<file path="src/afcb_pkg.sv">
package afcb_pkg;

  // Register geometry
  localparam int unsigned REG_WIDTH   = 8;
  localparam int unsigned ADDR_WIDTH  = 8;
  localparam int unsigned COEFF_WIDTH = 16;
  localparam int unsigned NUM_PAIRS   = 6;

  // Register offsets
  localparam logic [7:0] LEFT_FX_DEN4_HIGH_OFFSET     = 8'h11;
  localparam logic [7:0] LEFT_FX_DEN4_LOW_OFFSET      = 8'h12;
  localparam logic [7:0] LEFT_FX_DEN5_HIGH_OFFSET     = 8'h13;
  localparam logic [7:0] LEFT_FX_DEN5_LOW_OFFSET      = 8'h14;
  localparam logic [7:0] LEFT_DEEMPH_NUM0_HIGH_OFFSET = 8'h15;
  localparam logic [7:0] LEFT_DEEMPH_NUM0_LOW_OFFSET  = 8'h16;
  localparam logic [7:0] LEFT_DEEMPH_NUM1_HIGH_OFFSET = 8'h17;
  localparam logic [7:0] LEFT_DEEMPH_NUM1_LOW_OFFSET  = 8'h18;
  localparam logic [7:0] LEFT_DEEMPH_DEN1_HIGH_OFFSET = 8'h19;
  localparam logic [7:0] LEFT_DEEMPH_DEN1_LOW_OFFSET  = 8'h1a;
  localparam logic [7:0] RIGHT_FX_NUM0_HIGH_OFFSET    = 8'h1b;
  localparam logic [7:0] RIGHT_FX_NUM0_LOW_OFFSET     = 8'h1c;

  // Reset values
  localparam logic [7:0] LEFT_FX_DEN4_HIGH_RST     = 8'h7d;
  localparam logic [7:0] LEFT_FX_DEN4_LOW_RST      = 8'h83;
  localparam logic [7:0] LEFT_FX_DEN5_HIGH_RST     = 8'h84;
  localparam logic [7:0] LEFT_FX_DEN5_LOW_RST      = 8'hee;
  localparam logic [7:0] LEFT_DEEMPH_NUM0_HIGH_RST = 8'h39;
  localparam logic [7:0] LEFT_DEEMPH_NUM0_LOW_RST  = 8'h55;
  localparam logic [7:0] LEFT_DEEMPH_NUM1_HIGH_RST = 8'hf3;
  localparam logic [7:0] LEFT_DEEMPH_NUM1_LOW_RST  = 8'h2d;
  localparam logic [7:0] LEFT_DEEMPH_DEN1_HIGH_RST = 8'h53;
  localparam logic [7:0] LEFT_DEEMPH_DEN1_LOW_RST  = 8'h7e;
  localparam logic [7:0] RIGHT_FX_NUM0_HIGH_RST    = 8'h6b;
  localparam logic [7:0] RIGHT_FX_NUM0_LOW_RST     = 8'he3;

  // Pair tables, pair 0 in the lowest byte
  localparam logic [NUM_PAIRS*8-1:0] HI_ADDR_TABLE = {
    RIGHT_FX_NUM0_HIGH_OFFSET, LEFT_DEEMPH_DEN1_HIGH_OFFSET, LEFT_DEEMPH_NUM1_HIGH_OFFSET,
    LEFT_DEEMPH_NUM0_HIGH_OFFSET, LEFT_FX_DEN5_HIGH_OFFSET, LEFT_FX_DEN4_HIGH_OFFSET};
  localparam logic [NUM_PAIRS*8-1:0] LO_ADDR_TABLE = {
    RIGHT_FX_NUM0_LOW_OFFSET, LEFT_DEEMPH_DEN1_LOW_OFFSET, LEFT_DEEMPH_NUM1_LOW_OFFSET,
    LEFT_DEEMPH_NUM0_LOW_OFFSET, LEFT_FX_DEN5_LOW_OFFSET, LEFT_FX_DEN4_LOW_OFFSET};
  localparam logic [NUM_PAIRS*8-1:0] HI_RST_TABLE = {
    RIGHT_FX_NUM0_HIGH_RST, LEFT_DEEMPH_DEN1_HIGH_RST, LEFT_DEEMPH_NUM1_HIGH_RST,
    LEFT_DEEMPH_NUM0_HIGH_RST, LEFT_FX_DEN5_HIGH_RST, LEFT_FX_DEN4_HIGH_RST};
  localparam logic [NUM_PAIRS*8-1:0] LO_RST_TABLE = {
    RIGHT_FX_NUM0_LOW_RST, LEFT_DEEMPH_DEN1_LOW_RST, LEFT_DEEMPH_NUM1_LOW_RST,
    LEFT_DEEMPH_NUM0_LOW_RST, LEFT_FX_DEN5_LOW_RST, LEFT_FX_DEN4_LOW_RST};

  // Unmapped reads
  localparam logic [7:0] UNMAPPED_READ_VALUE = 8'h00;

endpackage

</file>
<file path="src/afcb_coeff_pair.sv">
`timescale 1ns/1ps
module afcb_coeff_pair #(
  parameter logic [7:0] HI_RST = 8'h00,
  parameter logic [7:0] LO_RST = 8'h00
) (
  // Clock and reset
  input  wire logic               i_core_clk,
  input  wire logic               i_rstn,
  // Byte writes
  input  wire logic               i_wr_hi,
  input  wire logic               i_wr_lo,
  input  wire logic [7:0]         i_wdata,
  // Register and coefficient state
  output logic       [7:0]        o_hi,
  output logic       [7:0]        o_lo,
  output logic signed [15:0]      o_coeff,
  output logic                    o_pending
);

  logic [7:0]         hi_r;
  logic [7:0]         hi_nxt;
  logic [7:0]         lo_r;
  logic [7:0]         lo_nxt;
  logic signed [15:0] coeff_r;
  logic signed [15:0] coeff_nxt;
  logic               pending_r;
  logic               pending_nxt;

  always_comb begin
    hi_nxt      = hi_r;
    lo_nxt      = lo_r;
    coeff_nxt   = coeff_r;
    pending_nxt = pending_r;
    if (i_wr_hi) begin
      hi_nxt      = i_wdata;
      pending_nxt = 1'b1;
    end
    // Low byte commits the pair; a lone high write waits here
    if (i_wr_lo) begin
      lo_nxt      = i_wdata;
      coeff_nxt   = signed'({hi_nxt, i_wdata});
      pending_nxt = i_wr_hi;
    end
  end

  always_ff @(posedge i_core_clk or negedge i_rstn) begin
    if (!i_rstn) begin
      hi_r      <= HI_RST;
      lo_r      <= LO_RST;
      coeff_r   <= signed'({HI_RST, LO_RST});
      pending_r <= 1'b0;
    end else begin
      hi_r      <= hi_nxt;
      lo_r      <= lo_nxt;
      coeff_r   <= coeff_nxt;
      pending_r <= pending_nxt;
    end
  end

  assign o_hi      = hi_r;
  assign o_lo      = lo_r;
  assign o_coeff   = coeff_r;
  assign o_pending = pending_r;

endmodule

</file>
<file path="src/afcb_coeff_bank.sv">
`timescale 1ns/1ps
//
// Behaviour
// - High and low byte of a pair form one signed 16-bit coefficient, high on top.
// - Coefficient spans -32768 to +32767 with no scaling or saturation.
// - Every register is eight bits wide, fully readable and writable.
// - Left effects denominator tap four low byte resets to 0x83.
// - Left effects denominator tap five resets to high 0x84, low 0xee.
// - Left de-emphasis numerator tap zero resets to high 0x39, low 0x55.
// - Left de-emphasis numerator tap one resets to high 0xf3, low 0x2d.
// - Left de-emphasis denominator tap one resets to high 0x53, low 0x7e.
// - Right effects numerator tap zero high byte resets to 0x6b.
// - Left effects denominator tap four high byte resets to 0x7d.
// - Right effects numerator tap zero low byte resets to 0xe3.
module afcb_coeff_bank (
  // Clock and reset
  input  wire logic                     i_core_clk,
  input  wire logic                     i_rstn,
  // Register port from the control bus logic
  input  wire logic [7:0]               i_reg_addr,
  input  wire logic                     i_reg_wr,
  input  wire logic                     i_reg_rd,
  input  wire logic [7:0]               i_reg_wdata,
  output logic       [7:0]              o_reg_rdata,
  output logic                          o_reg_rvalid,
  output logic                          o_reg_err,
  // Coefficients to the filter datapath
  output logic signed [15:0]            o_left_fx_den_tap_four,
  output logic signed [15:0]            o_left_fx_den_tap_five,
  output logic signed [15:0]            o_left_deemph_num_tap_zero,
  output logic signed [15:0]            o_left_deemph_num_tap_one,
  output logic signed [15:0]            o_left_deemph_den_tap_one,
  output logic signed [15:0]            o_right_fx_num_tap_zero,
  // High byte written, low byte still awaited
  output logic [afcb_pkg::NUM_PAIRS-1:0] o_coeff_pending
);

  localparam int unsigned NP = afcb_pkg::NUM_PAIRS;

  // Returns {hit, is_high, pair index}
  function automatic logic [4:0] afcb_decode(input logic [7:0] addr);
    logic [4:0] res;
    res = 5'h00;
    for (int k = 0; k < NP; k++) begin
      if (addr == afcb_pkg::HI_ADDR_TABLE[8*k +: 8]) begin
        res = {1'b1, 1'b1, 3'(k)};
      end
      if (addr == afcb_pkg::LO_ADDR_TABLE[8*k +: 8]) begin
        res = {1'b1, 1'b0, 3'(k)};
      end
    end
    return res;
  endfunction

  logic [4:0]         dec;
  logic               dec_hit;
  logic               dec_hi;
  logic [2:0]         dec_idx;
  logic [NP-1:0]      wr_hi;
  logic [NP-1:0]      wr_lo;
  logic [7:0]         hi_byte  [NP];
  logic [7:0]         lo_byte  [NP];
  logic signed [15:0] coeff    [NP];
  logic [NP-1:0]      pending;
  logic [7:0]         rdata_r;
  logic [7:0]         rdata_nxt;
  logic               rvalid_r;
  logic               rvalid_nxt;
  logic               err_r;
  logic               err_nxt;

  assign dec     = afcb_decode(i_reg_addr);
  assign dec_hit = dec[4];
  assign dec_hi  = dec[3];
  assign dec_idx = dec[2:0];

  // Coefficient pairs; reset values come from the pair tables
  for (genvar g = 0; g < NP; g++) begin : g_pair
    assign wr_hi[g] = i_reg_wr && dec_hit && dec_hi && (dec_idx == 3'(g));
    assign wr_lo[g] = i_reg_wr && dec_hit && !dec_hi && (dec_idx == 3'(g));
    afcb_coeff_pair #(
      .HI_RST (afcb_pkg::HI_RST_TABLE[8*g +: 8]),
      .LO_RST (afcb_pkg::LO_RST_TABLE[8*g +: 8])
    ) u_pair (
      .i_core_clk (i_core_clk),
      .i_rstn     (i_rstn),
      .i_wr_hi    (wr_hi[g]),
      .i_wr_lo    (wr_lo[g]),
      .i_wdata    (i_reg_wdata),
      .o_hi       (hi_byte[g]),
      .o_lo       (lo_byte[g]),
      .o_coeff    (coeff[g]),
      .o_pending  (pending[g])
    );
  end

  // Read returns the stored byte before any same-cycle write
  always_comb begin
    rdata_nxt  = rdata_r;
    rvalid_nxt = 1'b0;
    err_nxt    = 1'b0;
    if (i_reg_rd) begin
      rvalid_nxt = 1'b1;
      if (dec_hit) begin
        rdata_nxt = dec_hi ? hi_byte[dec_idx] : lo_byte[dec_idx];
      end else begin
        rdata_nxt = afcb_pkg::UNMAPPED_READ_VALUE;
        err_nxt   = 1'b1;
      end
    end else if (i_reg_wr && !dec_hit) begin
      // Unmapped writes change nothing but are flagged
      err_nxt = 1'b1;
    end
  end

  always_ff @(posedge i_core_clk or negedge i_rstn) begin
    if (!i_rstn) begin
      rdata_r  <= 8'h00;
      rvalid_r <= 1'b0;
      err_r    <= 1'b0;
    end else begin
      rdata_r  <= rdata_nxt;
      rvalid_r <= rvalid_nxt;
      err_r    <= err_nxt;
    end
  end

  assign o_reg_rdata  = rdata_r;
  assign o_reg_rvalid = rvalid_r;
  assign o_reg_err    = err_r;

  // Straight from the committed pair registers, no scaling
  assign o_left_fx_den_tap_four     = coeff[0];
  assign o_left_fx_den_tap_five     = coeff[1];
  assign o_left_deemph_num_tap_zero = coeff[2];
  assign o_left_deemph_num_tap_one  = coeff[3];
  assign o_left_deemph_den_tap_one  = coeff[4];
  assign o_right_fx_num_tap_zero    = coeff[5];
  assign o_coeff_pending            = pending;

endmodule

</file>
<file path="config.mk">
export PLATFORM = sky130hd
export DESIGN_NAME = afcb_coeff_bank
export DESIGN_NICKNAME = d
export VERILOG_FILES = /design/src/afcb_pkg.sv /design/src/afcb_coeff_pair.sv /design/src/afcb_coeff_bank.sv
export SDC_FILE = /design/constraint.sdc
export NUM_CORES = 1
export LEC_CHECK = 0
export BUFFER_PORTS_ARGS = -buffer_cell sky130_fd_sc_hd__buf_2
export CAP_MARGIN = 25
export CORE_ASPECT_RATIO = 2
export CORE_MARGIN = 10
export CORE_UTILIZATION = 52
export CTS_CLUSTER_DIAMETER = 80
export CTS_CLUSTER_SIZE = 12
export DETAILED_ROUTE_END_ITERATION = 6
export PLACE_DENSITY = 0.76
export SETUP_SLACK_MARGIN = 0.3
export SLEW_MARGIN = 5
export SYNTH_ARGS = -nofsm -noshare
export SYNTH_HDL_FRONTEND = slang
export SYNTH_HIERARCHICAL = 1
export SYNTH_SLANG_ARGS = --single-unit
</file>
<file path="constraint.sdc">
create_clock -name i_core_clk -period 1.65 [get_ports i_core_clk]
set_clock_uncertainty 0.05 [all_clocks]
set_input_delay 0.0825 -clock i_core_clk [delete_from_list [all_inputs] [get_ports i_core_clk]]
set_output_delay 0.0825 -clock i_core_clk [all_outputs]
set_load 0.1 [all_outputs]
</file>
== Word-level counts from Yosys, hierarchy flattened ==
Index checks and enable logic that the tools add are counted.

* Output and inout bits: 112
* Register bits after elaboration: 208
* Bits of input ports: 20
* Logic and storage cells: 113

* Reduce and logical (&&, ||, !) cells: 25
* Equal/unequal tests: 17
* Bitwise gates (word level): 1
* Order comparisons: 1
* Multiplexer cells: 42

{| class="wikitable"
|+ Operators with widths
! kind !! count
|-
| $eq A8 B5 Y1 const B || 12
|-
| $mux W8 || 12
|-
| $mux W5 || 12
|-
| $bmux W8 S3 || 2
|-
| $logic_and A1 B1 Y1 || 16
|-
| $mux W1 || 16
|-
| $reduce_bool A2 Y1 || 6
|-
| $eq A3 B2 Y1 const B || 2
|-
| $eq A3 B3 Y1 const B || 2
|-
| $ge A4 B4 Y1 const B || 1
|-
| $not A3 Y4 || 1
|-
| $eq A3 B1 Y1 const B || 1
|-
| $logic_not A3 Y1 || 1
|-
| $logic_not A1 Y1 || 2
|}

== Longest topological paths before layout ==
Gate-level depths: netlist of the first run.

* Word-level depth: 19
* Depth in mapped cells: 10
* Mapped depth without buffers: 5

== By module ==
The synthesis of the first run kept the hierarchy.

{| class="wikitable"
|+ Modules (own cells, without submodules)
! module !! area each (um^2) !! sequential area each (um^2) !! times used !! cells each
|-
| afcb_coeff_bank || 2456.1 || 250.2 || 1 || 326
|-
| afcb_coeff_pair at g_pair[0].u_pair ... || 1073.5 || 644.4 || 2 || 62
|-
| afcb_coeff_pair at g_pair[3].u_pair || 1074.8 || 645.6 || 1 || 62
|-
| afcb_coeff_pair at g_pair[4].u_pair || 1072.3 || 643.1 || 1 || 62
|-
| afcb_coeff_pair at g_pair[2].u_pair || 1069.8 || 640.6 || 1 || 62
|-
| afcb_coeff_pair at g_pair[1].u_pair || 1067.3 || 638.1 || 1 || 62
|}

== Worst setup path before layout of the first run ==
OpenSTA, ideal clock, no wires.

* Path type: reg-to-reg
* From: register g_pair[2].u_pair.lo_r[1]
* To: register rdata_r[1] (netlist: o_reg_rdata[1])
* Arrival: 1997 ps
* Stages on the path, launching flop included: 7
* Library setup time: 83 ps
* Buffers on the path: 1
* Period minus slack after synthesis: 2130 ps
* Data required time: 1517 ps
* Setup slack: -480 ps
* Cell sequence: dfrtp_1 -> buf_4 -> mux2i_1 -> a221o_1 -> a211oi_1 -> o221ai_1 -> o22ai_1

* Word-level cells in the longest chain between the ends: 5

{| class="wikitable"
|+ RTL lines
! what !! RTL line !! text
|-
| start, declared || afcb_coeff_pair.sv:22 || <nowiki>logic [7:0] lo_r;</nowiki>
|-
| start signal, assigned || afcb_coeff_pair.sv:54 || <nowiki>lo_r <= lo_nxt;</nowiki>
|-
| $bmux W8 S3 || afcb_coeff_bank.sv:105 || <nowiki>rdata_nxt = dec_hi ? hi_byte[dec_idx] : lo_byte[dec_idx];</nowiki>
|-
| $mux W8 (implied by the code) (2 in series) || afcb_coeff_bank.sv:105 ||
|-
| $mux W8 || afcb_coeff_bank.sv:105 ||
|-
| $mux W8 || afcb_coeff_bank.sv:104 || <nowiki>if (dec_hit) begin</nowiki>
|-
| end signal, assigned || afcb_coeff_bank.sv:122 || <nowiki>rdata_r <= rdata_nxt;</nowiki>
|-
| end, declared || afcb_coeff_bank.sv:65 || <nowiki>logic [7:0] rdata_r;</nowiki>
|}

No other way between the ends. The select of a mux whose other input is x is not followed.
A chain may end at the register's enable or synchronous reset.

== Worst setup path after layout of the first run ==
* From: register g_pair[2].u_pair.lo_r[6]
* To: register rdata_r[6] (netlist: o_reg_rdata[6])

Same word-level chain as after synthesis.

==> results by group, run 1 <==
Status
  – Run status: finished, violations left
  – Violations in the final reports: setup timing

Pwr
  – Total power: 10450 uW
  – Total power divided by cell area: 795.2 mW/mm^2
  – VDD IR max: 0.0007474 V
  – Static leakage power: 0.005690 uW

Yosys
  – Number of distinct library cells after synthesis: 56
  – Main combinational cell family by area after synthesis: multiplexers
  – Area of the mapped netlist: 0.008887 mm^2
  – Share of synthesized cell area in full adder, half adder and majority cells: 0%
  – Synthesized-area fraction occupied by ao, oa, aoi and oai cells: 11.46%
  – Count of flip-flops with a built-in enable after synthesis: 0
  – Sequential element share of the synthesized area: 46.21%
  – Simple logic cell fraction of the synthesized area: 8.433%
  – Multiplexer fraction of the synthesized cell area: 24.89%
  – Total number of yosys warnings: 6
  – Share of synthesized flip-flops with an asynchronous set or reset: 100.0%
  – Number of flip-flops and latches in the synthesized netlist: 160
  – Xor and xnor fraction of the mapped netlist area: 0%
  – Syn Nets: 718
  – Mean instance size in the synthesized netlist: 12.73 um^2
  – Flip-flop cell with the highest count after synthesis: sky130_fd_sc_hd__dfstp_2
  – Number of instances in the synthesized netlist: 698

Die
  – Count of standard-cell rows: 67
  – Die width: 112.4 um
  – Die Area: 0.02304 mm^2
  – Count of boundary I/O pins: 132
  – Effective utilization at floorplan: 53.01%
  – Core Area: 0.01677 mm^2
  – Y dimension of the die: 204.9 um

STA
  – Setup_tns: -0.8392 ns
  – Max-Slew Margin vs Limit: 41.98%
  – Number of hold-slack violations in the final timing report: 0
  – Minimum period implied by the final worst setup slack: 1.894 ns
  – Final Max Slew Viols: 0
  – Crit path setup slack, layout: -0.2440 ns
  – Unrepaired setup endpoints after global routing: true
  – Final count of negative-setup-slack endpoints: 5
  – Actual slew at the worst max-slew pin: 0.8703 ns
  – Final worst-path cycle share: 114.8%
  – Achievable frequency: 528.0 MHz

Route
  – Drc violations: 0
  – Total Routed Length: 32130 um
  – Via/cell ratio: 6.107
  – Drt initial violations: 508
  – Detailed-route via count: 7096
  – Routed wire length per instance: 27.65 um
  – DRT antenna net count: 0
  – First drt pass iteration count: 4

Placed design
  – HPWL Detailed: 20730 um
  – Pre-CTS WS: -0.3989 ns
  – Number of buffers added on ports: 131
  – Routability congestion estimate: 0.9451

Layout
  – Most common cell after layout, fill and taps aside: sky130_fd_sc_hd__buf_4
  – Proportion of layout cells with a drive suffix above 1: 71.94%
  – Final #Nets: 962
  – Top library cells by usage in the layout, fill and taps aside: sky130_fd_sc_hd__buf_4, sky130_fd_sc_hd__mux2_4, sky130_fd_sc_hd__dfstp_2
  – Number of diodes added for antenna fixing: 0
  – Fin util: 78.42%
  – Area growth from synthesis to layout: 47.94%

Clock network
  – Total clock buffers created by CTS: 17
  – Clk sinks: 160
  – Clock H-tree levels: 4
  – Maximum number of buffers from clock root to sink: 2
  – TritonCTS clock tree: done
  – Clock latency at the later pin of the worst-skew pair: 0.44 ns
  – Clock-pin slew on the worst setup and hold paths: 0.06 ns
  – Cell at the root of the clock tree: sky130_fd_sc_hd__clkbuf_16

Worst setup path
  – Worst Path Max Fanout: 3
  – Required time at the worst-slack endpoint: 1.96 ns
  – Crit start category: register
  – Worst setup EP type: register
  – Arrival time reported for the critical path endpoint: 2.20 ns
  – Critical path class: reg2reg

Worst hold path
  – Type of the most critical hold path: in2async

GRT
  – Total gr overflow: 0
  – Number of antenna violations at the first check in global routing: 0
  – Vias in the first global route: 7586
  – Largest net degree at the start of global routing: 44
  – GRT Total Usage: 26.16%
  – Wire length of the first global-routing pass: 46530 um

Job
  – Max-Cap Viols: 0
flip-flops by register name (all words and copies together) (netlist names):
name / flops
g_pair.u_pair/o_pending: 6
g_pair.u_pair/o_hi: 48
g_pair.u_pair/o_coeff: 54
o_reg_rvalid: 1
g_pair.u_pair/o_lo: 42
o_reg_rdata: 8
o_reg_err: 1
power by group:
group | switching, uW | internal (uW)
registers | 149 | 4140
logic | 1370 | 853
clock network | 1640 | 2310
total | 3160 | 7300
cells in the mapped netlist, types with 6 or more instances:
cell type	instances	area, um^2
sky130_fd_sc_hd__mux2_4	96	1441
sky130_fd_sc_hd__dfstp_2	82	2155
sky130_fd_sc_hd__dfrtp_1	78	1952
sky130_fd_sc_hd__buf_4	66	495.5
sky130_fd_sc_hd__mux2_2	53	596.8
sky130_fd_sc_hd__a211oi_1	30	225.2
sky130_fd_sc_hd__nor2_1	23	86.33
sky130_fd_sc_hd__a21oi_1	19	95.09
sky130_fd_sc_hd__nor2b_1	19	118.9
sky130_fd_sc_hd__inv_1	16	60.06
sky130_fd_sc_hd__nor4bb_1	15	150.1
sky130_fd_sc_hd__mux2i_1	14	140.1
sky130_fd_sc_hd__a211o_1	13	113.9
sky130_fd_sc_hd__nand2b_1	13	81.33
sky130_fd_sc_hd__buf_6	12	135.1
sky130_fd_sc_hd__o21ai_0	12	60.06
sky130_fd_sc_hd__clkbuf_1	11	41.29
sky130_fd_sc_hd__buf_2	10	50.05
sky130_fd_sc_hd__o22ai_1	9	56.30
sky130_fd_sc_hd__nor3_1	8	40.04
sky130_fd_sc_hd__o221ai_1	8	70.07
sky130_fd_sc_hd__a2111oi_0	7	61.31
sky130_fd_sc_hd__nand3_1	7	35.03
sky130_fd_sc_hd__nand3b_1	7	52.55
sky130_fd_sc_hd__nor4_1	7	43.79
sky130_fd_sc_hd__a21o_2	6	52.55
sky130_fd_sc_hd__a221o_1	6	60.06
sky130_fd_sc_hd__a22o_1	6	52.55
final cells by class:
| cell class | count | area [um^2] |
|---|---|---|
| Clock inverter | 9 | 110.1 |
| Sequential cell | 160 | 4183 |
| Timing Repair Buffer | 325 | 3442 |
| Clock buffer | 23 | 467.9 |
| Fill cell | 917 | 3618 |
| Inverter | 19 | 86.33 |
| Tap cell | 207 | 259.0 |
| Multi-Input combinational cell | 419 | 4599 |
routing by layer:
layer	vias to the layer above	part of all wire [%]	global-route usage, %
li1	3009	-	-
met1	3622	35	27.55
met2	344	53	46.53
met3	121	4.8	4.247
met4	0	6.4	17.49
met5	-	0	0
cells by family (layout without fill, tap and decap cells):
| family | after synthesis | after routing |
|---|---|---|
| multiplexers | 166 | 166 |
| flip-flops | 160 | 160 |
| AO/OA/AOI/OAI | 137 | 137 |
| buffers and inverters | 119 | 376 |
| AND/OR/NAND/NOR | 116 | 116 |
worst max-delay path, stage by stage, from the launching register on:
cell,delay [ns]
sky130_fd_sc_hd__dfstp_4,0.63
sky130_fd_sc_hd__mux2i_1,0.07
sky130_fd_sc_hd__a221o_1,0.37
sky130_fd_sc_hd__a211oi_2,0.32
sky130_fd_sc_hd__buf_4,0.18
sky130_fd_sc_hd__o221ai_4,0.10
sky130_fd_sc_hd__o22ai_2,0.10
per-stage QoR:
stage          std cells  cell area, um^2  hold WS, ns
6_report            1162            13150      0.08389
5_1_grt             1162            13150       0.1080
4_1_cts             1141            12570      0.09532
3_5_place_dp        1088            10650     -0.01330
3_3_place_gp        1088            10650     -0.02543
2_1_floorplan        698             9243      -0.2631
timing repair:
action / 4_1_cts / 5_1_grt
pin swaps: 24 / 25
setup buffers: 15 / 18
endpoints found under the hold margin: 98 / 0
hold buffers: 3 / 0
gates cloned: 3 / 3
resized for setup: 320 / 93
setup endpoints to repair: 186 / 151
final timing paths:
| check | endpoint | startpoint | slack (ns) | cells past startpoint |
|---|---|---|---|---|
| setup / recovery | o_reg_rdata[6] | g_pair[2].u_pair/o_lo[6] | -0.24 | 6 |
| hold / removal | g_pair[5].u_pair/o_pending | i_rstn | 0.08 | 2 |
| setup reg to reg | o_reg_rdata[6] | g_pair[2].u_pair/o_lo[6] | -0.24 | 6 |
| hold reg to reg | g_pair[0].u_pair/o_pending | g_pair[0].u_pair/o_pending | 0.43 | 1 |
| max in group asynchronous | g_pair[4].u_pair/o_lo[3] | i_rstn | 0.81 | 3 |
| min in group i_core_clk | g_pair[0].u_pair/o_lo[0] | i_reg_wdata[0] | 0.11 | 2 |
(Power assumes the default switching activity.)
==> inputs of run 2 (changes only) <==
--- a/config.mk
+++ b/config.mk
@@ -13,7 +13,7 @@
 export CTS_CLUSTER_DIAMETER = 80
 export CTS_CLUSTER_SIZE = 12
 export DETAILED_ROUTE_END_ITERATION = 6
-export PLACE_DENSITY = 0.76
+export PLACE_DENSITY = 0.77
 export SETUP_SLACK_MARGIN = 0.3
 export SLEW_MARGIN = 5
 export SYNTH_ARGS = -nofsm -noshare
==> results by group, run 2 (synthesis results as in run 1) <==
Status
  – Run status: finished, violations left
  – Violations in the final reports: setup timing

STA
  – Final count of negative-setup-slack endpoints: 6 (+1)
  – Max-Slew Margin vs Limit: 35.95% (-6.0 points)
  – Unrepaired setup endpoints after global routing: true
  – Number of hold-slack violations in the final timing report: 0 (unchanged)
  – Crit path setup slack, layout: -0.2783 ns (-0.03427 ns)
  – Final Max Slew Viols: 0 (unchanged)
  – Final worst-path cycle share: 116.9% (+2.1 points)
  – Actual slew at the worst max-slew pin: 0.9608 ns (+0.09042 ns)
  – Final hold slack: 0.02536 ns (-0.05853 ns)
  – Minimum period implied by the final worst setup slack: 1.928 ns (+0.03427 ns)
  – Achievable frequency: 518.6 MHz (-1.8%)

GRT
  – Wire length of the first global-routing pass: 48440 um (+4.1%)
  – Vias in the first global route: 7828 (+3.2%)
  – Number of antenna violations at the first check in global routing: 0 (unchanged)
  – Total gr overflow: 0 (unchanged)
  – GRT Total Usage: 27.44% (+1.3 points)
  – Largest net degree at the start of global routing: 54 (+23%)

Pwr
  – VDD IR max: 0.0006377 V (-15%)
  – Total power divided by cell area: 808.9 mW/mm^2 (+1.7%)
  – Static leakage power: 0.005683 uW (-0.11%)

Worst setup path
  – Crit-path leading delay family: compound AO/OA/AOI/OAI gates
  – Worst setup EP type: register
  – Critical path class: reg2reg
  – Number of cells on the critical path: 6 (unchanged)
  – Crit start category: register
  – Ordered cell list for the critical path: mux2i_1 > a221o_1 > a211oi_4 > buf_4 > o221ai_2 > o22ai_1
  – Arrival time reported for the critical path endpoint: 2.24 ns (+0.04 ns)
  – Count of buffering cells on the critical path with inverters included: 1 (unchanged)
  – Critical path's largest stage delay: 0.63 ns (about the same)
  – Required time at the worst-slack endpoint: 1.96 ns (about the same)
  – Worst path slowest cell: sky130_fd_sc_hd__dfstp_4
  – Worst Path Max Fanout: 3 (unchanged)
  – Worst R2R Path Depth: 6 (unchanged)

Placed design
  – HPWL Detailed: 20610 um (-0.58%)
  – Number of buffers added on ports: 131 (unchanged)
  – Post-placement cell count: 1075 (-1.2%)
  – Routability congestion estimate: 0.9029 (-4.5%)
  – Total placed instance area: 0.01057 mm^2 (-0.80%)

Die
  – Core Area: 0.01677 mm^2 (unchanged)
  – Count of standard-cell rows: 67 (unchanged)
  – Effective utilization at floorplan: 53.01% (unchanged)
  – Die Area: 0.02304 mm^2 (unchanged)
  – Count of boundary I/O pins: 132 (unchanged)
  – Die width: 112.4 um (unchanged)
  – Y dimension of the die: 204.9 um (unchanged)

Clock network
  – Clock-pin slew on the worst setup and hold paths: 0.07 ns (about the same)
  – Cell at the root of the clock tree: sky130_fd_sc_hd__clkbuf_16
  – Clk sinks: 160 (unchanged)
  – Clock latency at the later pin of the worst-skew pair: 0.44 ns (about the same)
  – Total clock buffers created by CTS: 17 (unchanged)
  – Clock H-tree levels: 4 (unchanged)
  – TritonCTS clock tree: done
  – Maximum number of buffers from clock root to sink: 2 (unchanged)

Layout
  – Proportion of layout cells with a drive suffix above 1: 69.98% (-2.0 points)
  – Fin util: 77.83% (-0.59 points)
  – Area growth from synthesis to layout: 46.83%
  – Cell area after layout: 0.01305 mm^2 (-0.75%)
  – Final #Nets: 953 (-0.94%)
  – Most common cell after layout, fill and taps aside: sky130_fd_sc_hd__buf_4
  – Number of diodes added for antenna fixing: 0 (unchanged)
  – Top library cells by usage in the layout, fill and taps aside: sky130_fd_sc_hd__buf_4, sky130_fd_sc_hd__mux2_4, sky130_fd_sc_hd__dfstp_2
  – Max reg flops: 54 (unchanged)
  – Number of standard cells in the final layout excluding fillers: 1153 (-0.77%)

Route
  – Routed wire length per instance: 28.85 um (+4.4%)
  – Detailed-route via count: 7124 (+0.39%)
  – Drc violations: 0 (unchanged)
  – Via/cell ratio: 6.179 (+1.2%)
  – DRT antenna net count: 0 (unchanged)
  – First drt pass iteration count: 5 (+1)
  – Drt initial violations: 499 (-1.8%)
  – Total Routed Length: 33270 um (+3.5%)

Job
  – Max-Cap Viols: 0 (unchanged)

Worst hold path
  – Type of the most critical hold path: in2reg
  – Hold-critical path depth: 2
run 2: cell count changes in the layout (fill, tap and decap cells not counted), moves of 3 or more:
| cell | change |
|---|---|
| sky130_fd_sc_hd__a211oi_4 | +3 |
| sky130_fd_sc_hd__inv_6 | +3 |
| sky130_fd_sc_hd__clkbuf_16 | -3 |
| sky130_fd_sc_hd__a211oi_2 | -7 |
| sky130_fd_sc_hd__buf_4 | -19 |
| sky130_fd_sc_hd__buf_16 | +7 |
| sky130_fd_sc_hd__o221ai_1 | +3 |
| sky130_fd_sc_hd__buf_6 | +3 |
| sky130_fd_sc_hd__clkbuf_1 | -4 |
| sky130_fd_sc_hd__a211oi_1 | +4 |
run 2: final cells by class:
| class | count | area (um^2) |
|---|---|---|
| multi-input cells | 419 | 4467 |
| clock inverters | 14 | 157.7 |
| clock buffers | 18 | 439.2 |
| fillers | 988 | 3717 |
| well taps | 207 | 259.0 |
| repair buffers | 316 | 3468 |
| flip-flops and latches | 160 | 4182 |
| inverters | 19 | 76.32 |
run 2: worst reg2reg max path, stage by stage (launching register included):
cell and delay (ns):
sky130_fd_sc_hd__dfstp_4 0.63, sky130_fd_sc_hd__mux2i_1 0.07, sky130_fd_sc_hd__a221o_1 0.36, sky130_fd_sc_hd__a211oi_4 0.35, sky130_fd_sc_hd__buf_4 0.17, sky130_fd_sc_hd__o221ai_2 0.08
sky130_fd_sc_hd__o22ai_1 0.14
run 2: worst paths after layout:
check,slack [ns],startpoint,endpoint
min reg2reg,0.43,g_pair[3].u_pair/o_pending,g_pair[3].u_pair/o_pending
max,-0.28,g_pair[2].u_pair/o_lo[4],o_reg_rdata[4]
min in group asynchronous,0.15,i_rstn,g_pair[4].u_pair/o_coeff[15]
max reg2reg,-0.28,g_pair[2].u_pair/o_lo[4],o_reg_rdata[4]
min,0.03,i_reg_rd,o_reg_rdata[7]
max in group asynchronous,0.67,i_rstn,g_pair[0].u_pair/o_coeff[11]
run 2: per-stage QoR:
| stage | power [uW] | setup WS (ns) | setup TNS, ns |
|---|---|---|---|
| detailed placement | 6138 | -0.5261 | -20.77 |
| global route | 10820 | -0.3140 | -1.523 |
| floorplan | 5551 | -0.1802 | -5.569 |
| CTS | 10440 | -0.2507 | -0.9148 |
| finish | 10560 | -0.2783 | -1.271 |
| global placement | 6103 | -0.5175 | -20.51 |
run 2: power by group:
part / internal, uW / switching (uW)
combinational: 833 / 1360
clock: 2300 / 1790
sequential: 4130 / 146
run 2: per-layer routing:
layer / track usage [%] / share of wire [%]
met5: 0 / 0
met4: 20.26 / 7.1
met3: 5.214 / 5.5
met2: 46.92 / 53
met1: 29.30 / 35
run 2: timing repair:
item	in CTS	in global routing
buffers inserted	11	20
hold buffers	4	0
gates cloned	10	1
gates resized for setup	316	73
endpoints found under the hold margin	92	0
endpoints found under the setup margin	175	161
pin swaps	17	18
==> inputs of run 3 (changes only) <==
--- a/config.mk
+++ b/config.mk
@@ -9,11 +9,11 @@
 export CAP_MARGIN = 25
 export CORE_ASPECT_RATIO = 2
 export CORE_MARGIN = 10
-export CORE_UTILIZATION = 52
+export CORE_UTILIZATION = 48
 export CTS_CLUSTER_DIAMETER = 80
 export CTS_CLUSTER_SIZE = 12
 export DETAILED_ROUTE_END_ITERATION = 6
-export PLACE_DENSITY = 0.77
+export PLACE_DENSITY = 0.72
 export SETUP_SLACK_MARGIN = 0.3
 export SLEW_MARGIN = 5
 export SYNTH_ARGS = -nofsm -noshare
==> constraint.sdc (replaced) <==
create_clock -name i_core_clk -period 1.5 [get_ports i_core_clk]
set_clock_uncertainty 0.05 [all_clocks]
set_input_delay 0.075 -clock i_core_clk [delete_from_list [all_inputs] [get_ports i_core_clk]]
set_output_delay 0.075 -clock i_core_clk [all_outputs]
set_load 0.1 [all_outputs]
==> results by group, run 3 (synthesis results as in run 1) <==
Route
  – Detailed-route via count: 7808 (+9.6%)
  – First drt pass iteration count: 6 (+1)
  – Drt initial violations: 858 (+72%)
  – Drc violations: 0 (unchanged)
  – Routed wire length per instance: 30.51 um (+5.7%)
  – Total Routed Length: 36730 um (+10%)
  – Via/cell ratio: 6.485 (+5.0%)
  – DRT antenna net count: 0 (unchanged)

STA
  – Number of hold-slack violations in the final timing report: 0 (unchanged)
  – Final count of negative-setup-slack endpoints: 38 (+32)
  – Crit path setup slack, layout: -0.5847 ns (-0.3064 ns)
  – Minimum period implied by the final worst setup slack: 2.085 ns (+0.1564 ns)
  – Max-Slew Margin vs Limit: 60.37% (+24 points)
  – Achievable frequency: 479.7 MHz (-7.5%)
  – Final worst-path cycle share: 139.0% (+22 points)
  – Setup_tns: -4.520 ns (-3.249 ns)
  – Final Max Slew Viols: 0 (unchanged)
  – Unrepaired setup endpoints after global routing: true
  – Actual slew at the worst max-slew pin: 0.5932 ns (-0.3675 ns)

GRT
  – GRT Total Usage: 27.48% (+0.039 points)
  – Vias in the first global route: 7838 (+0.13%)
  – Largest net degree at the start of global routing: 50 (-7.4%)
  – Number of antenna violations at the first check in global routing: 0 (unchanged)
  – Total gr overflow: 0 (unchanged)
  – Wire length of the first global-routing pass: 50490 um (+4.2%)

Layout
  – Proportion of layout cells with a drive suffix above 1: 73.89% (+3.9 points)
  – Area growth from synthesis to layout: 61.04%
  – Max reg flops: 54 (unchanged)
  – Fill cells: 874 (-12%)
  – Number of diodes added for antenna fixing: 0 (unchanged)
  – Fin util: 78.56% (+0.74 points)
  – Top library cells by usage in the layout, fill and taps aside: sky130_fd_sc_hd__buf_4, sky130_fd_sc_hd__mux2_4, sky130_fd_sc_hd__buf_12
  – Most common cell after layout, fill and taps aside: sky130_fd_sc_hd__buf_4
  – Final #Nets: 995 (+4.4%)

Pwr
  – Total power divided by cell area: 846.0 mW/mm^2 (+4.6%)
  – VDD IR max: 0.0007545 V (+18%)
  – Total power: 12110 uW (+15%)
  – Static leakage power: 0.006085 uW (+7.1%)

Clock network
  – Clock H-tree levels: 4 (unchanged)
  – TritonCTS clock tree: done
  – Total clock buffers created by CTS: 17 (unchanged)
  – Clk sinks: 160 (unchanged)
  – Maximum number of buffers from clock root to sink: 2 (unchanged)
  – Cell at the root of the clock tree: sky130_fd_sc_hd__clkbuf_16
  – Clock latency at the later pin of the worst-skew pair: 0.44 ns (about the same)
  – Clock-pin slew on the worst setup and hold paths: 0.07 ns (about the same)

Worst setup path
  – Worst path slowest cell: sky130_fd_sc_hd__a2111oi_2
  – Worst Path Max Fanout: 3 (unchanged)
  – Arrival time reported for the critical path endpoint: 2.39 ns (+0.15 ns)
  – Ordered cell list for the critical path: nor2b_1 > o21ai_1 > a2111oi_2 > buf_4 > nor4_1 > o22ai_1
  – Required time at the worst-slack endpoint: 1.80 ns (-0.16 ns)
  – Critical path's largest stage delay: 0.62 ns (about the same)
  – Crit start category: register
  – Critical path class: reg2reg
  – Worst setup EP type: register
  – Count of buffering cells on the critical path with inverters included: 1 (unchanged)
  – Number of cells on the critical path: 6 (unchanged)
  – Worst R2R Path Depth: 6 (unchanged)
  – Crit-path leading delay family: compound AO/OA/AOI/OAI gates

Placed design
  – Pre-CTS WS: -0.5753 ns (-0.04916 ns)
  – Number of buffers added on ports: 131 (unchanged)
  – Routability congestion estimate: 0.9481 (+5.0%)
  – HPWL Detailed: 20330 um (-1.4%)

Status
  – Violations in the final reports: setup timing
  – Run status: finished, violations left

Die
  – Die width: 116.2 um (+3.4%)
  – Y dimension of the die: 212.4 um (+3.7%)
  – Core Area: 0.01822 mm^2 (+8.7%)
  – Die Area: 0.02469 mm^2 (+7.2%)
  – Count of standard-cell rows: 70 (+4.5%)
  – Effective utilization at floorplan: 48.78% (-4.2 points)
  – Count of boundary I/O pins: 132 (unchanged)

Worst hold path
  – Type of the most critical hold path: in2async

Job
  – Max-Cap Viols: 0 (unchanged)
-- run 3: cell count changes in the layout (fill, tap and decap cells not counted), sizes merged --
cell	before	now
buf	305	356
bufinv	2	4
clkbuf	25	19
clkinvlp	2	4
dlygate4sd3	4	2
inv	22	17
-- run 3: final timing paths --
kind	start	end	slack [ns]
setup reg to reg	g_pair[3].u_pair/o_hi[4]	o_reg_rdata[4]	-0.58
setup / recovery	g_pair[3].u_pair/o_hi[4]	o_reg_rdata[4]	-0.58
min in group i_core_clk	i_reg_wdata[1]	g_pair[4].u_pair/o_lo[1]	0.12
hold / removal	i_rstn	g_pair[4].u_pair/o_coeff[13]	0.05
hold reg to reg	g_pair[5].u_pair/o_pending	g_pair[5].u_pair/o_pending	0.46
max in group asynchronous	i_rstn	g_pair[3].u_pair/o_lo[2]	0.65
-- run 3: what timing repair did --
action | CTS | global route
endpoints found under the setup margin | 225 | 211
hold buffers | 2 | 0
pin swaps | 19 | 22
resized for setup | 441 | 88
buffers inserted | 31 | 29
hold endpoints to repair | 92 | 0
gates cloned | 9 | 0
-- run 3: cell type report --
cell class / count / area [um^2] / area share (%)
Timing Repair Buffer: 358 / 4503 / 31.46
Clock buffer: 19 / 432.9 / 3.025
Tap cell: 216 / 270.3 / 1.888
Clock inverter: 13 / 185.2 / 1.294
Sequential cell: 160 / 4187 / 29.25
Inverter: 19 / 92.59 / 0.6469
Multi-Input combinational cell: 419 / 4642 / 32.43
-- run 3: report_power, final --
group / switching (uW) / internal, uW
Combinational: 1580 / 1050
Clock: 1960 / 2800
Sequential: 171 / 4550
-- run 3: metrics by stage --
stage	cell area, um^2	hold WS (ns)	cells
3_3_place_gp	10980	-0.05502	1101
4_1_cts	13690	0.05905	1175
3_5_place_dp	10980	-0.05076	1101
2_1_floorplan	9243	-0.2706	698
6_report	14310	0.05073	1204
5_1_grt	14310	0.08085	1204
-- run 3: layer usage --
metal  vias to the layer above  track usage (%)  wire (um)
met4                         0            19.05       2854
li1                       3073                -          -
met5                         -                0          0
met2                       611            47.07      18570
met3                       205            5.447       2786
met1                      3919            29.33      12520
